File: config.mk
export PLATFORM = sky130hd
export DESIGN_NAME = sqb_core
export DESIGN_NICKNAME = d
export VERILOG_FILES = /design/src/rtl/sqb_bank.v /design/src/rtl/sqb_core.v
export VERILOG_INCLUDE_DIRS = /design/src /design/src/rtl
export SDC_FILE = /design/constraint.sdc
export NUM_CORES = 1
export LEC_CHECK = 0
export ABC_AREA = 1
export BUFFER_PORTS_ARGS = -buffer_cell sky130_fd_sc_hd__buf_2
export CORE_MARGIN = 2
export CORE_UTILIZATION = 45
export DETAILED_ROUTE_END_ITERATION = 8
export PLACE_DENSITY = 0.67
export SYNTH_ARGS = -nofsm -noshare
export SYNTH_HDL_FRONTEND = slang
export SYNTH_SLANG_ARGS = --single-unit
export TNS_END_PERCENT = 1
File: constraint.sdc
create_clock -name clk -period 2.8 [get_ports clk]
set_clock_uncertainty 0.15 [all_clocks]
set_input_delay 0.14 -clock clk [delete_from_list [all_inputs] [get_ports clk]]
set_output_delay 0.14 -clock clk [all_outputs]
set_load 0.005 [all_outputs]
File: src/rtl/sqb_consts.vh
// Constants of the quad-bank synchronous DRAM access interface.
// Assumes inclusion by the design files under rtl/; definitions only.
`ifndef SQB_CONSTS_VH
`define SQB_CONSTS_VH

// Command code {cs_n, ras_n, cas_n, we_n}
`define SQB_CMD_NOP        4'h7
`define SQB_CMD_ACTIVE     4'h3
`define SQB_CMD_READ       4'h5
`define SQB_CMD_WRITE      4'h4
`define SQB_CMD_BST        4'h6
`define SQB_CMD_PRECHARGE  4'h2
`define SQB_CMD_REFRESH    4'h1
`define SQB_CMD_LOAD_MODE  4'h0

// Burst length field encoding
`define SQB_BL_1           3'h0
`define SQB_BL_2           3'h1
`define SQB_BL_4           3'h2
`define SQB_BL_8           3'h3
`define SQB_BL_PAGE        3'h7

// Address field position, row width and bank count
`define SQB_AP_BIT         10
`define SQB_ROW_BITS       13
`define SQB_BANKS          4

// Power state codes
`define SQB_PWR_RUN        3'h0
`define SQB_PWR_PRE_PD     3'h1
`define SQB_PWR_ACT_PD     3'h2
`define SQB_PWR_SUSPEND    3'h3
`define SQB_PWR_SELF_REF   3'h4

// Read data mask latency in clocks
`define SQB_DQM_RD_LAT     2

`endif

File: src/rtl/sqb_bank.v
// One bank's row state: open flag, open row and self-timed auto precharge.
// Assumes commands already decoded and qualified by the top module.
`timescale 1ns/1ns
`include "sqb_consts.vh"
module sqb_bank #(
    parameter ROW_W = 13
) (
    input  wire             clk,
    input  wire             sys_rst,
    input  wire             clk_act,
    input  wire             do_activate,
    input  wire             do_precharge,
    input  wire             arm_auto_pre,
    input  wire             burst_done,
    input  wire [ROW_W-1:0] row_in,
    output reg              open_q,
    output reg  [ROW_W-1:0] row_q
);
    reg auto_pre_q;

    // Open and close the row; auto precharge closes it on burst end
    always @(posedge clk)
    begin
        if (sys_rst)
        begin
            open_q     <= 1'b0;
            row_q      <= {ROW_W{1'b0}};
            auto_pre_q <= 1'b0;
        end
        else if (clk_act)
        begin
            if (do_activate)
            begin
                open_q <= 1'b1;
                row_q  <= row_in;
            end
            else if (do_precharge)
            begin
                open_q     <= 1'b0;
                auto_pre_q <= 1'b0;
            end
            else if (auto_pre_q && burst_done)
            begin
                open_q     <= 1'b0;
                auto_pre_q <= 1'b0;
            end
            if (arm_auto_pre)
                auto_pre_q <= 1'b1;
        end
    end
endmodule

File: src/rtl/sqb_core.v
// Access and clock-enable logic of a quad-bank synchronous DRAM.
// Assumes an external controller on clk; pins pass the same clock domain.
// Operation
// - Sample all inputs on rising clock edge
// - Four banks, 8192 rows, width-dependent columns
// - Active takes bank select and row address
// - Read or write address gives start column
// - Bursts of 1, 2, 4, 8 or page
// - Burst terminate ends any burst early
// - Auto precharge closes row after burst, except burst length 1
// - New column address accepted every clock
// - Precharge one bank while another accessed
// - Each active edge advances counter and output registers
// - Clock enable high means clock active
// - Input buffers disabled during power-down
// - Chip select high masks every command
// - Bursts and data mask survive chip select
// - Command from strobes with chip select
// - Mask blocks writes, tristates reads two later
// - Bit ten: auto precharge or all banks
// - Column bits depend on data width
`timescale 1ns/1ns
`include "sqb_consts.vh"
module sqb_core #(
    parameter DQ_W   = 16,
    parameter COL_W  = 9,
    parameter ADDR_W = 13,
    parameter CAS_LAT = 2
) (
    input  wire              clk,
    input  wire              sys_rst,
    input  wire              clk_en,
    input  wire              cs_n,
    input  wire              ras_n,
    input  wire              cas_n,
    input  wire              we_n,
    input  wire [1:0]        bank_select,
    input  wire [ADDR_W-1:0] mux_address,
    input  wire              data_mask_low_byte,
    input  wire              data_mask_high_byte,
    input  wire [2:0]        burst_length,
    input  wire              burst_interleave,
    input  wire [DQ_W-1:0]   dq_in,
    output reg  [DQ_W-1:0]   dq_out,
    output reg  [DQ_W/8-1:0] dq_oe_n,
    output reg               wr_stb,
    output reg  [1:0]        wr_bank,
    output reg  [ADDR_W-1:0] wr_row,
    output reg  [COL_W-1:0]  wr_col,
    output reg  [DQ_W-1:0]   wr_data,
    output reg  [DQ_W/8-1:0] wr_byte_en,
    output reg  [DQ_W-1:0]   rd_data_last,
    output reg  [2:0]        pwr_state,
    output reg  [3:0]        bank_open,
    output reg               burst_busy,
    input  wire [DQ_W-1:0]   array_rd_data
);
    localparam LANES = DQ_W/8;

    // Burst length decode, called at burst start and held in len_q for run checks
    function [COL_W:0] bl_len;
        input [2:0] code;
        begin
            case (code)
                `SQB_BL_1: bl_len = {{(COL_W-3){1'b0}}, 4'h1};
                `SQB_BL_2: bl_len = {{(COL_W-3){1'b0}}, 4'h2};
                `SQB_BL_4: bl_len = {{(COL_W-3){1'b0}}, 4'h4};
                `SQB_BL_8: bl_len = {{(COL_W-3){1'b0}}, 4'h8};
                default:   bl_len = {1'b1, {COL_W{1'b0}}}; // Full row
            endcase
        end
    endfunction

    // Next column in the burst: wrap inside the block, sequential or interleaved
    function [COL_W-1:0] next_col;
        input [COL_W-1:0] start;
        input [COL_W:0]   idx;
        input [COL_W:0]   len;
        input             ilv;
        reg   [COL_W-1:0] mask;
        reg   [COL_W-1:0] off;
        begin
            mask = len[COL_W-1:0] - 1'b1;
            if (len[COL_W])
                mask = {COL_W{1'b1}};
            off = ilv ? (start ^ idx[COL_W-1:0]) : (start + idx[COL_W-1:0]);
            next_col = (start & ~mask) | (off & mask);
        end
    endfunction

    wire [3:0] cmd = {cs_n, ras_n, cas_n, we_n};

    // Three-flop synchroniser on clock enable, the pin may move at any time
    reg cke_s1_q, cke_s2_q, cke_s3_q;
    reg sref_q; // Self refresh asked for, held until the power state leaves run
    always @(posedge clk)
    begin
        if (sys_rst)
        begin
            sref_q   <= 1'b0;
            cke_s1_q <= 1'b1;
            cke_s2_q <= 1'b1;
            cke_s3_q <= 1'b1;
        end
        else
        begin
            sref_q   <= is_sref | (sref_q & (pwr_state == `SQB_PWR_RUN));
            cke_s1_q <= clk_en;
            cke_s2_q <= cke_s1_q;
            cke_s3_q <= cke_s2_q;
        end
    end
    // Asleep modes only exit once two stages agree high
    wire cke_hi_agree = cke_s2_q & cke_s3_q;
    wire asleep = (pwr_state == `SQB_PWR_PRE_PD) || (pwr_state == `SQB_PWR_ACT_PD) ||
                  (pwr_state == `SQB_PWR_SELF_REF);
    // Clock counts as active only while enable stays high, buffers off asleep
    wire clk_act = clk_en & ~asleep;

    // Command qualification: chip select high masks all commands
    wire dec_en   = clk_act & ~cs_n;
    wire is_act   = dec_en && (cmd == `SQB_CMD_ACTIVE);
    wire is_rd    = dec_en && (cmd == `SQB_CMD_READ);
    wire is_wr    = dec_en && (cmd == `SQB_CMD_WRITE);
    wire is_bst   = dec_en && (cmd == `SQB_CMD_BST);
    wire is_pre   = dec_en && (cmd == `SQB_CMD_PRECHARGE);
    // Refresh with enable already low: clk_act is off then, so decode it apart
    wire is_sref  = !asleep && (cmd == `SQB_CMD_REFRESH) && !clk_en;
    wire ap_bit   = mux_address[`SQB_AP_BIT];

    // Burst state
    reg             rd_q, wr_q;
    reg [1:0]       bbank_q;
    reg [COL_W-1:0] start_q;
    reg [COL_W:0]   idx_q;
    reg [COL_W:0]   len_q;
    reg             ilv_q;
    wire            running = rd_q | wr_q;
    wire            last    = running && !len_q[COL_W] && (idx_q + 1'b1 == len_q);
    wire [COL_W-1:0] cur_col = next_col(start_q, idx_q, len_q, ilv_q);
    wire            start   = is_rd | is_wr;
    wire [COL_W-1:0] new_col = mux_address[COL_W-1:0];

    // Per-bank row tracking, bursts in one bank overlap precharge in another
    wire [3:0]        b_open;
    wire [ADDR_W-1:0] b_row [0:3];
    genvar g;
    generate
        for (g = 0; g < `SQB_BANKS; g = g + 1)
        begin : g_bank
            sqb_bank #(
                .ROW_W (ADDR_W)
            ) u_bank (
                .clk          (clk),
                .sys_rst      (sys_rst),
                .clk_act      (clk_act),
                .do_activate  (is_act && bank_select == g),
                .do_precharge (is_pre && (ap_bit || bank_select == g)),
                .arm_auto_pre (start && ap_bit && bank_select == g),
                .burst_done   (bbank_q == g && (last || is_bst || (start &&
                               running))),
                .row_in       (mux_address),
                .open_q       (b_open[g]),
                .row_q        (b_row[g])
            );
        end
    endgenerate

    // Burst counter advances once per active edge; restart on any new column
    always @(posedge clk)
    begin
        if (sys_rst)
        begin
            rd_q    <= 1'b0;
            wr_q    <= 1'b0;
            bbank_q <= 2'h0;
            start_q <= {COL_W{1'b0}};
            idx_q   <= {(COL_W+1){1'b0}};
            len_q   <= {(COL_W+1){1'b0}};
            ilv_q   <= 1'b0;
        end
        else if (clk_act) // suspend freezes the counter
        begin
            if (start)
            begin
                rd_q    <= is_rd && (burst_length != `SQB_BL_1);
                wr_q    <= is_wr && (burst_length != `SQB_BL_1);
                bbank_q <= bank_select;
                start_q <= new_col;
                idx_q   <= {{COL_W{1'b0}}, 1'b1}; // Beat zero goes with the command
                len_q   <= bl_len(burst_length);
                ilv_q   <= burst_interleave;
            end
            else if (is_bst || last || (is_pre && (ap_bit || bank_select == bbank_q)))
            begin
                rd_q <= 1'b0;
                wr_q <= 1'b0;
            end
            else if (running)
                idx_q <= idx_q + 1'b1; // continues under chip select high
        end
    end

    // Write path: mask lanes block data, first beat comes with the command
    wire             wr_now  = clk_act && (is_wr || (wr_q && !is_bst && !start));
    wire [LANES-1:0] dqm_now = (LANES > 1) ?
                               {{(LANES-1){data_mask_high_byte}}, data_mask_low_byte} :
                               data_mask_high_byte;
    always @(posedge clk)
    begin
        if (sys_rst)
        begin
            wr_stb     <= 1'b0;
            wr_bank    <= 2'h0;
            wr_row     <= {ADDR_W{1'b0}};
            wr_col     <= {COL_W{1'b0}};
            wr_data    <= {DQ_W{1'b0}};
            wr_byte_en <= {LANES{1'b0}};
        end
        else
        begin
            wr_stb     <= wr_now && (is_wr ? b_open[bank_select] : b_open[bbank_q]);
            wr_bank    <= is_wr ? bank_select : bbank_q;
            wr_row     <= is_wr ? b_row[bank_select] : b_row[bbank_q];
            wr_col     <= is_wr ? new_col : cur_col;
            wr_data    <= dq_in;
            wr_byte_en <= ~dqm_now;
        end
    end

    // Read pipe: data after CAS latency, mask tristates two clocks on
    reg [CAS_LAT-1:0]           rd_pipe_q;
    reg [LANES*`SQB_DQM_RD_LAT-1:0] dqm_pipe_q;
    always @(posedge clk)
    begin
        if (sys_rst)
        begin
            rd_pipe_q    <= {CAS_LAT{1'b0}};
            dqm_pipe_q   <= {(LANES*`SQB_DQM_RD_LAT){1'b0}};
            dq_out       <= {DQ_W{1'b0}};
            dq_oe_n      <= {LANES{1'b1}};
            rd_data_last <= {DQ_W{1'b0}};
        end
        else if (clk_act)
        begin
            rd_pipe_q  <= {rd_pipe_q[CAS_LAT-2:0], is_rd | (rd_q & ~is_bst & ~start)};
            dqm_pipe_q <= {dqm_pipe_q[LANES*(`SQB_DQM_RD_LAT-1)-1:0], dqm_now};
            dq_out     <= array_rd_data;
            rd_data_last <= array_rd_data;
            dq_oe_n    <= rd_pipe_q[CAS_LAT-1] ?
                          dqm_pipe_q[LANES*`SQB_DQM_RD_LAT-1 -: LANES] : {LANES{1'b1}};
        end
    end

    // Power states picked from bank and burst state when enable falls
    always @(posedge clk)
    begin
        if (sys_rst)
            pwr_state <= `SQB_PWR_RUN;
        else
        begin
            case (pwr_state)
                `SQB_PWR_RUN, `SQB_PWR_SUSPEND:
                begin
                    if (cke_s2_q && cke_s3_q)
                        pwr_state <= `SQB_PWR_RUN;
                    else if (!cke_s2_q && !cke_s3_q)
                    begin
                        if (running)
                            pwr_state <= `SQB_PWR_SUSPEND;
                        else if (|b_open)
                            pwr_state <= `SQB_PWR_ACT_PD;
                        else if (is_sref || sref_q)
                            pwr_state <= `SQB_PWR_SELF_REF;
                        else
                            pwr_state <= `SQB_PWR_PRE_PD;
                    end
                end
                `SQB_PWR_PRE_PD, `SQB_PWR_ACT_PD, `SQB_PWR_SELF_REF:
                    if (cke_hi_agree)
                        pwr_state <= `SQB_PWR_RUN;
                default: pwr_state <= `SQB_PWR_RUN;
            endcase
        end
    end

    // Status mirrors
    always @(posedge clk)
    begin
        if (sys_rst)
        begin
            bank_open  <= 4'h0;
            burst_busy <= 1'b0;
        end
        else
        begin
            bank_open  <= b_open;
            burst_busy <= running;
        end
    end
endmodule

Word level (Yosys, flattened, before mapping)
Index checks and enable logic that the tools add are counted.
- output and inout port bits: 85
- logic and storage cells: 237
- register bits after elaboration: 173
- equal/unequal tests: 28
- reductions and logical operators: 93
- bitwise gates (word level): 22
- multiplexer cells: 51
- magnitude comparators: 4
- add/sub/neg operators: 3
- operator list (kind ; count):
    $mux W13 ; 5
    $bmux W13 S2 ; 2
    $logic_and A1 B1 Y1 ; 40
    $pmux W10 S4 ; 1
    $mux W10 ; 3
    $mux W9 ; 3
    $reduce_bool A3 Y1 ; 9
    $mux W1 ; 26
    $reduce_and A2 Y1 ; 11
    $and A9 B9 Y9 ; 2
    $mux W3 ; 6
    $reduce_and A3 Y1 ; 5
    $eq A3 B2 Y1 const B ; 4
    $eq A4 B3 Y1 const B ; 3
    $logic_or A1 B1 Y1 ; 12
    $ne A2 B2 Y1 const B ; 6
    $add A10 B1 Y10 const B ; 1
    $eq A10 B10 Y1 ; 1
    $add A9 B9 Y9 ; 1
    $not A9 Y9 ; 1
    $or A9 B9 Y9 ; 1
    $sub A9 B1 Y9 const B ; 1
    $xor A9 B9 Y9 ; 1
    $eq A2 B2 Y1 const B ; 4
    24 further kinds ; 52

Logic depth before layout (Yosys ltp)
Gate-level depths: netlist of the first run.
- word-level depth: 16
- depth in mapped cells: 16
- depth with buffers taken out: 16

By module
A second synthesis of the first run with hierarchy kept.
- cells, all modules: 1089
- area, all modules: 7850.0 um2
- modules (own cells, without submodules) (module ; cells an instance ; seq. area each (um2) ; times used ; area each (um2)):
    sqb_core ; 801 ; 2162.1 ; 1 ; 5667.9
    sqb_bank ; 72 ; 300.3 ; 4 ; 545.5

Worst setup path after synthesis of the first run
OpenSTA, ideal clock, no wires.
- path type: reg2reg
- start point: register idx_q[0]
- end point: register wr_col[8]
- arrival: 1.752 ns
- buffers on the path: 0
- slack: 0.782 ns
- stages on the path, launching flop included: 13
- period minus slack after synthesis: 2.018 ns
- data required time: 2.535 ns
- cell sequence: dfxtp_1 -> ha_1 -> inv_1 -> fa_1 -> o21ai_0 -> nand2_1 -> nand3_1 -> nand2_1 -> nand2_1 -> nand3_1 -> xnor2_1 -> o21ai_0 -> inv_1
- longest elaborated chain between the ends: 5
- ends and longest elaborated chain (element ; line ; source):
    start, declared ; sqb_core.v:135 ; reg [COL_W:0] idx_q;
    start signal, assigned ; sqb_core.v:178 ; idx_q <= {(COL_W+1){1'b0}};
    start signal, assigned ; sqb_core.v:190 ; idx_q <= {{COL_W{1'b0}}, 1'b1};
    start signal, assigned ; sqb_core.v:200 ; idx_q <= idx_q + 1'b1;
    $add A9 B9 Y9 ; sqb_core.v:86 ; off = ilv ? (start ^ idx[COL_W-1:0]) : (start + idx[COL_W-1:0]);
    $mux W9 ; sqb_core.v:86 ;
    $and A9 B9 Y9 ; sqb_core.v:87 ; next_col = (start & ~mask) | (off & mask);
    $or A9 B9 Y9 ; sqb_core.v:87 ;
    $mux W9 ; sqb_core.v:225 ; wr_col <= is_wr ? new_col : cur_col;
    end signal, assigned ; sqb_core.v:216 ; wr_col <= {COL_W{1'b0}};
    end signal, assigned ; sqb_core.v:225 ;
    end, declared ; sqb_core.v:49 ; output reg [COL_W-1:0] wr_col,
Every way passes these cells.
A chain may end at the register's enable or synchronous reset.

Worst setup path in the final report of the first run
Ends and elaborated chain as after synthesis.

==> results of run 1 <==
## per-layer routing
layer,wire (um),vias to the layer above,global-route usage
met4,443,0,0.08538
met5,0,-,0
met1,9424,3434,0.3130
li1,-,3761,-
met2,10070,234,0.3756
met3,1295,32,0.04242
## cell type report
class	instances	area, sq um
Timing Repair Buffer	214	1401
Fill cell	1526	7056
Clock buffer	17	425.4
Inverter	133	499.2
Tap cell	220	275.3
Multi-Input combinational cell	657	3440
Sequential cell	168	3363
Clock inverter	15	182.7
## power by group
part / total (W) / internal, W / switching [W]
Clock: 0.00243 / 0.00136 / 0.00107
Combinational: 0.000553 / 0.000233 / 0.000321
Sequential: 0.00251 / 0.00246 / 0.0000449
Total: 0.00549 / 0.00405 / 0.00144
## worst paths after layout
kind / start / endpoint
worst max register to register: idx_q[0]$_SDFFE_PP0P_ / wr_col[8]$_SDFF_PP0_
worst max-delay path: idx_q[0]$_SDFFE_PP0P_ / wr_col[8]$_SDFF_PP0_
worst min-delay path: cas_n / rd_q$_SDFFE_PP0P_
worst min register to register: cke_s1_q$_SDFF_PP1_ / cke_s2_q$_SDFF_PP1_
## cells in the mapped netlist
master    instances
a211oi_1         15
a211oi_2          2
a21oi_1          96
a221oi_1         18
a22oi_1           2
a31oi_1           9
a32oi_1           2
buf_1             6
buf_2            14
buf_4            17
buf_6             5
clkbuf_1         29
dfxtp_1         168
fa_1              1
ha_1             12
inv_1           127
inv_2             6
nand2_1         112
nand2_2           3
nand2_4           2
nand3_1          48
nand3_2           3
nand3b_1          1
nand4_1           7
nand4_2           2
nand4_4           1
nor2_1          126
nor2_2            3
nor2_4            6
nor3_1           16
nor4_1            1
o211ai_1          1
o21ai_0          81
o21ai_1          40
o22ai_1          34
or2_2             4
xnor2_1           2
xor2_1            7
## worst min-delay path: cells and delay by family
| kind | cells | cell delay [ps] |
|---|---|---|
| buffers and inverters | 1 | 150 |
| AOI/OAI and AO/OA | 1 | 60 |
| and+or+nand+nor | 2 | 200 |
## state kept, by name, indices dropped and copies added (netlist names), 3 cells and up
register	cells
idx_q	10
g_bank.u_bank.row_q	52
g_bank.u_bank.auto_pre_q	4
start_q	9
rd_data_last	16
len_q	5
g_bank.u_bank.open_q	4
wr_row	13
wr_data	16
dqm_pipe_q	4
wr_col	9
pwr_state	3
bank_open	4
## what timing repair did
item	in CTS	in global routing
endpoints found under the hold margin	117	0
setup endpoints to repair	0	0
hold buffers	57	0
## kinds of logic (layout without fill, tap and decap cells)
logic type	after synthesis	count (layout)	synth area share
buffers and inverters	204	379	0.1151
flip-flops	168	168	0.4375
XOR/XNOR	9	9	0.01025
adder cells (fa/ha/maj)	13	13	0.02214
AO/OA/AOI/OAI	300	300	0.2199
AND/OR/NAND/NOR	335	335	0.1951
## stage by stage
stage	utilization	std cells	worst slack [ps]	area [sq um]	power, W
CTS	0.5760	1424	303.0	9587	0.005521
finish	0.5760	1424	265.7	9587	0.005491
global placement	0.5052	1335	374.3	8408	0.003038
floorplan	-	1029	782.1	7687	0.002863
global route	0.5760	1424	43.98	9587	0.005722
detailed placement	0.5052	1335	325.8	8408	0.003043
==> flow_summary_export.csv, run 1 <==
group,metric,value,unit
global_route,grt_pass1_vias,6732,
drt,dr.pass1.iters,5,
critical_path,path_cells,"ha_1, inv_1, fa_1, o21ai_0, nand2_1, nand3_1, nand2_1, nand2_1, nand3_1, xnor2_1, o21ai_0, inv_1",
drt,vias,7461,
clocking,cts_setup_buffers,0,
logic_synthesis,ys_seq_area_frac,0.4375,
logic_synthesis,syn_area,0.007687,sq mm
timing,max_slew_margin,0.5262,
critical_path,r2r_slack,270,ps
logic_synthesis,synth.ff_latch_count,168,
critical_path,crit_top_cell,"nand2_1",
global_route,antenna_found_initial,0,
critical_path,critPathLaunchType,"flop",
clocking,clk_latency,430,ps
global_route,grt_first_pass_wirelength,33780,um
drt,ant_nets,0,
critical_path,end_kind,"flop",
final_layout,layout_common_cells,"dfxtp_1 (168), buf_2 (144), inv_1 (126), nor2_1 (126), nand2_1 (112)",
power,vdd_ir_drop_max,0.4151,mV
critical_path,path_class,"flop to flop",
run,cap_violations,0,
critical_path,crit_cells,12,
drt,drtIter0Drc,579,
final_layout,area_delta_synth_final,24.71,%
critical_path,critical_path_arrival,2710,ps
logic_synthesis,synth_nets,1102,
clocking,cts_resized,0,
logic_synthesis,synthCells,1029,
clocking,clkSinkCount,168,
global_route,grt_overflow,0,
global_route,grt_max_degree,67,
drt,finalWirelength,21230,um
floorplanning,coreArea,0.01664,sq mm
clocking,htree_levels,4,
hold_path,min_path_type,"input port to flop",
logic_synthesis,synth_top_area_share,0.4375,
placed_design,dp_hpwl,13900,um
timing,timing.hold.ws,23.24,ps
floorplanning,core.rowCount,47,
clocking,numCtsBuffers,17,
timing,hold_viol,0,
global_route,grt_usage,0.2331,
logic_synthesis,synth.area.top_cells,"dfxtp_1 (44%), a21oi_1 (6.3%), inv_1 (6.2%)",
clocking,clk_pin_slew,70,ps
floorplanning,initial_core_util,0.4619,
drt,vias_per_cell,5.239,
clocking,cts_root_buf,"clkbuf_16",
critical_path,reg2regPathDepth,12,
critical_path,slowest_stage,"dfxtp_1",
floorplanning,die-area,0.01814,sq mm
critical_path,cp_top_family,"adder cells",
logic_synthesis,synthDistinctLibCells,38,
placed_design,place.gp.congestion,0.8758,
drt,drcViolationCount,0,
logic_synthesis,syn-mean-instance-area,7.471,sq um
timing,fmax,0.3946,GHz
final_layout,drive_gt1_frac,0.1844,
power,p_leak,4.155,nW
power,p_per_area,572.8,mW/mm^2
final_layout,antenna_cells,0,
final_layout,final_nets,1264,
timing,worst_slew_pin_slew,709.0,ps
timing,setup_viol,0,
timing,fin_crit_sh,0.9051,
timing,tns,0,ps
floorplanning,fp.dieH,134.7,um
timing,timing.final.max_slew_violations,0,
clocking,cts_tree,"yes",
hold_path,whs_path_depth,4,
clocking,clock_path_buffers,2,
drt,routedWlPerCell,14.91,um
timing,rsz0062_at_grt,"false",
logic_synthesis,ys.warnings.count,0,
logic_synthesis,yosysTopAreaCell,"dfxtp_1",
critical_path,crit_buf_inv,2,
outcome,status,"complete, no violations",
floorplanning,io_pins,145,
critical_path,max_stage_delay,540,ps
critical_path,worstPathMaxFanout,11,
final_layout,final_common_cell,"dfxtp_1",
timing,fin_crit,2534,ps
placed_design,io_buffers,144,
floorplanning,die_w,134.7,um
critical_path,crit_required,2980,ps
Power figures use the tool's default switching activity.
==> inputs of run 2 (changes only) <==
PLACE_DENSITY = 0.69   (was 0.67)
==> flow_summary_export.csv, run 2 (same netlist as run 1, synthesis figures left out) <==
group,metric,value,unit
outcome,status,"complete, no violations",
timing,worst_slew_pin_slew,696.6,ps
clocking,clk_pin_slew,70,ps
floorplanning,initial_core_util,0.4619,
final_layout,layout_common_cells,"dfxtp_1 (168), buf_2 (144), inv_1 (126), nor2_1 (126), nand2_1 (112)",
timing,fmax,0.4043,GHz
drt,dr.pass1.iters,5,
power,vdd_ir_drop_max,0.4554,mV
global_route,grt_overflow,0,
drt,ant_nets,0,
placed_design,io_buffers,144,
placed_design,place_area,0.008411,sq mm
drt,vias,7567,
timing,setup_viol,0,
clocking,cts_hold_buf,57,
global_route,grt_max_degree,58,
final_layout,regMostFlops,"g_bank.u_bank.row_q",
critical_path,critPathLaunchType,"flop",
drt,finalWirelength,21240,um
power,p_per_area,560.5,mW/mm^2
floorplanning,io_pins,145,
final_layout,drive_gt1_frac,0.1849,
critical_path,crit_required,2970,ps
critical_path,max_stage_delay,530,ps
global_route,grt_usage,0.2313,
placed_design,dp_hpwl,14070,um
timing,fin_crit,2473,ps
floorplanning,coreArea,0.01664,sq mm
drt,vias_per_cell,5.306,
critical_path,path_cells,"ha_1, inv_1, fa_1, o21ai_0, nand2_1, nand3_1, nand2_1, nand2_1, nand3_1, xnor2_1, o21ai_0, inv_1",
run,cap_violations,0,
clocking,clk_latency,430,ps
final_layout,final_common_cell,"dfxtp_1",
drt,drtIter0Drc,693,
final_layout,final_nets,1266,
timing,tns,0,ps
timing,fin_crit_sh,0.8833,
final_layout,reg_top3,"g_bank.u_bank.row_q (52), rd_data_last (16), wr_data (16)",
final_layout,final_cells,1426,
final_layout,design_area,0.009549,sq mm
final_layout,area_delta_synth_final,24.22,%
clocking,cts_resized,0,
critical_path,cp_top_family,"adder cells",
clocking,clkSinkCount,168,
clocking,cts_tree,"yes",
drt,routedWlPerCell,14.89,um
clocking,cts_setup_buffers,0,
global_route,grt_first_pass_wirelength,33750,um
global_route,grt_pass1_vias,6829,
clocking,numCtsBuffers,17,
floorplanning,die_w,134.7,um
clocking,cts_root_buf,"clkbuf_16",
timing,rsz0062_at_grt,"false",
power,total_power,0.005352,W
placed_design,place_inst,1337,
critical_path,path_class,"flop to flop",
timing,hold_viol,0,
timing,setup_ws,326.9,ps
final_layout,largest_reg_flops,52,
floorplanning,die-area,0.01814,sq mm
final_layout,n_fill_cell,1538,
floorplanning,fp.dieH,134.7,um
global_route,antenna_found_initial,0,
clocking,clock_path_buffers,2,
timing,timing.final.max_slew_violations,0,
timing,max_slew_margin,0.5345,
critical_path,end_kind,"flop",
placed_design,pre_cts_slack,379.0,ps
floorplanning,core.rowCount,47,
clocking,htree_levels,4,
critical_path,critical_path_arrival,2640,ps
final_layout,antenna_cells,0,
critical_path,worstPathMaxFanout,11,
critical_path,crit_top_cell,"nand2_1",
critical_path,crit_buf_inv,2,
hold_path,min_path_type,"input port to flop",
power,p_leak,4.140,nW
drt,drcViolationCount,0,
critical_path,slowest_stage,"dfxtp_1",
placed_design,place.gp.congestion,0.9315,
==> run 2: changes by cell type in the layout (fill, tap and decap cells not counted), sizes merged <==
cell and change:
buf +2, inv -2, bufinv -1, clkbuf +1, clkinv +1, clkinvlp +1
==> run 2: area by class of cell <==
| type | instances | area [sq um] | area share |
|---|---|---|---|
| clock buffer | 18 | 429.2 | 0.04494 |
| clock inverter | 14 | 138.9 | 0.01454 |
| inverter | 133 | 499.2 | 0.05228 |
| multi-input combinational | 657 | 3440 | 0.3602 |
| sequential | 168 | 3363 | 0.3522 |
| tap | 220 | 275.3 | 0.02883 |
| timing repair buffer | 216 | 1404 | 0.1470 |
==> run 2: final timing paths <==
check	slack, ps	end	start	cells past startpoint
max	330	wr_col[8]$_SDFF_PP0_	idx_q[0]$_SDFFE_PP0P_	12
min	40	rd_q$_SDFFE_PP0P_	cas_n	4
max reg2reg	330	wr_col[8]$_SDFF_PP0_	idx_q[0]$_SDFFE_PP0P_	12
min reg2reg	260	cke_s2_q$_SDFF_PP1_	cke_s1_q$_SDFF_PP1_	1
==> run 2: routing by layer <==
layer  vias to the layer above  part of all wire  track usage
met5                         -                 0            0
met4                         0             0.019      0.08070
met3                        38             0.057      0.04542
met2                       230              0.48       0.3790
met1                      3532              0.45       0.3049
li1                       3767                 -            -
==> run 2: metrics by stage <==
stage | hold slack, ps | util
floorplan | 62.38 | -
global placement | 177.7 | 0.5054
detailed placement | 171.2 | 0.5054
CTS | 20.64 | 0.5738
global route | 76.79 | 0.5738
finish | 38.00 | 0.5738
==> run 2: power breakdown <==
part	switching (W)	total, W	internal (W)
logic	0.000321	0.000554	0.000233
clock network	0.00104	0.00229	0.00125
registers	0.0000460	0.00251	0.00246
==> run 2: tightest hold or removal path: stages <==
cell and delay (ps):
buf_2 150, nor2_1 100, nand4_1 100, a21oi_1 70
==> inputs of run 3 (changes only) <==
REMOVE_ABC_BUFFERS = 1   (was not set)
==> flow_summary_export.csv, run 3 (same netlist as run 1, synthesis figures left out) <==
group,metric,value,unit
outcome,status,"complete, no violations",
drt,vias,7555,
drt,finalWirelength,21160,um
drt,ant_nets,0,
floorplanning,fp.dieH,134.7,um
clocking,cts_root_buf,"clkbuf_16",
clocking,cts_hold_buf,70,
placed_design,place_inst,1336,
final_layout,area_delta_synth_final,26.66,%
global_route,grt_usage,0.2324,
drt,drtIter0Drc,590,
clocking,clkSinkCount,168,
hold_path,min_path_type,"input port to flop",
critical_path,end_kind,"flop",
clocking,cts_resized,0,
final_layout,regMostFlops,"g_bank.u_bank.row_q",
global_route,antenna_found_initial,0,
critical_path,max_stage_delay,550,ps
floorplanning,io_pins,145,
critical_path,worstPathMaxFanout,11,
power,vdd_ir_drop_max,0.4541,mV
power,total_power,0.005557,W
timing,worst_slew_pin_slew,753.4,ps
placed_design,io_buffers,144,
timing,max_slew_margin,0.4965,
timing,tns,0,ps
critical_path,slowest_stage,"dfxtp_1",
critical_path,crit_required,2970,ps
drt,routedWlPerCell,14.72,um
clocking,numCtsBuffers,17,
global_route,grt_max_degree,92,
floorplanning,core.rowCount,47,
critical_path,r2r_slack,290,ps
critical_path,critical_path.startpoint,"idx_q[0]$_SDFFE_PP0P_",
critical_path,critical_path_arrival,2690,ps
critical_path,path_class,"flop to flop",
global_route,grt_first_pass_wirelength,33710,um
clocking,htree_levels,4,
final_layout,reg_top3,"g_bank.u_bank.row_q (52), rd_data_last (16), wr_data (16)",
placed_design,dp_hpwl,13480,um
timing,fin_crit,2511,ps
clocking,cts_tree,"yes",
final_layout,final_common_cell,"dfxtp_1",
timing,fin_crit_sh,0.8969,
run,cap_violations,0,
final_layout,final_nets,1278,
power,p_per_area,570.7,mW/mm^2
final_layout,layout_common_cells,"dfxtp_1 (168), buf_2 (144), inv_1 (126), nor2_1 (126), nand2_1 (112)",
placed_design,place.gp.congestion,0.9105,
floorplanning,coreArea,0.01664,sq mm
critical_path,worstReg2RegStart,"idx_q[0]$_SDFFE_PP0P_",
critical_path,critPathCapture,"wr_col[8]$_SDFF_PP0_",
critical_path,crit_top_cell,"nand2_1",
final_layout,final_cells,1438,
clocking,clk_pin_slew,70,ps
drt,vias_per_cell,5.254,
floorplanning,die_w,134.7,um
floorplanning,initial_core_util,0.4619,
critical_path,reg2regPathDepth,12,
clocking,clock_path_buffers,2,
global_route,grt_pass1_vias,6910,
global_route,grt_overflow,0,
power,p_leak,4.213,nW
drt,dr.pass1.iters,5,
timing,setup_viol,0,
clocking,cts_setup_buffers,0,
timing,hold_viol,0,
timing,fmax,0.3982,GHz
timing,rsz0062_at_grt,"false",
floorplanning,die-area,0.01814,sq mm
drt,drcViolationCount,0,
critical_path,reg2reg_to,"wr_col[8]$_SDFF_PP0_",
final_layout,antenna_cells,0,
critical_path,path_cells,"ha_1, inv_1, fa_1, o21ai_0, nand2_1, nand3_1, nand2_1, nand2_1, nand3_1, xnor2_1, o21ai_0, inv_1",
clocking,clk_latency,430,ps
final_layout,drive_gt1_frac,0.1814,
critical_path,critPathLaunchType,"flop",
timing,timing.final.max_slew_violations,0,
final_layout,largest_reg_flops,52,
## run 3: changes by cell type in the layout (fill, tap and decap cells not counted), moves of 2 or more
| cell | before | now |
|---|---|---|
| bufinv_16 | 1 | 4 |
| dlygate4sd3_1 | 57 | 70 |
| clkinv_2 | 2 | 4 |
| inv_8 | 2 | 0 |
| buf_4 | 15 | 13 |
| inv_6 | 5 | 1 |
## run 3: how the worst min path moves through the flow
stage / slack (ps) / to / cells after the start / start
final: 20 / rd_q$_SDFFE_PP0P_ / 4 / cas_n
after global routing: 40 / rd_q$_SDFFE_PP0P_ / 4 / cas_n
after CTS: 9 / rd_q$_SDFFE_PP0P_ / 4 / cas_n
after detailed placement: 160 / wr_byte_en[1]$_SDFF_PP0_ / 2 / data_mask_high_byte
after global placement: 160 / wr_byte_en[0]$_SDFF_PP0_ / 2 / data_mask_low_byte
after floorplan: 60 / wr_byte_en[0]$_SDFF_PP0_ / 1 / sys_rst
## run 3: stage by stage
stage	hold slack (ps)	utilization	instance area [sq um]	setup WS, ps
4_1_cts	8.777	0.5851	9737	311.1
3_3_place_gp	162.8	0.5057	8416	376.9
5_1_grt	42.11	0.5851	9737	64.49
3_5_place_dp	162.3	0.5057	8416	314.7
2_1_floorplan	56.69	-	7302	198.9
6_report	23.04	0.5851	9737	288.7
## run 3: power breakdown
part | switching (W) | internal (W) | total, W
sequential | 0.0000439 | 0.00246 | 0.00251
clock | 0.000962 | 0.00151 | 0.00248
combinational | 0.000325 | 0.000249 | 0.000574
## run 3: area by class of cell
class	instances	area (sq um)
well taps	220	275.3
repair buffers	228	1539
clock buffers	20	446.7
multi-input cells	657	3440
fillers	1549	6905
flip-flops and latches	168	3363
inverters	133	499.2
clock inverters	12	173.9
## run 3: worst max-delay path: cells and delay by family, from the launching register on
family,cells,cell delay (ps)
AND/OR/NAND/NOR,5,390
buffers and inverters,2,110
AO/OA/AOI/OAI,2,450
adder cells (fa/ha/maj),2,620
XOR/XNOR,1,120
flip-flops,1,550
## run 3: metal layers
layer  up-vias  wire length (um)  GRT usage
met2       231             10540     0.4038
met4         0               380    0.07719
met3        34              1221    0.04767
met1      3502              9017     0.2876
met5         -                 0          0
li1       3788                 -          -
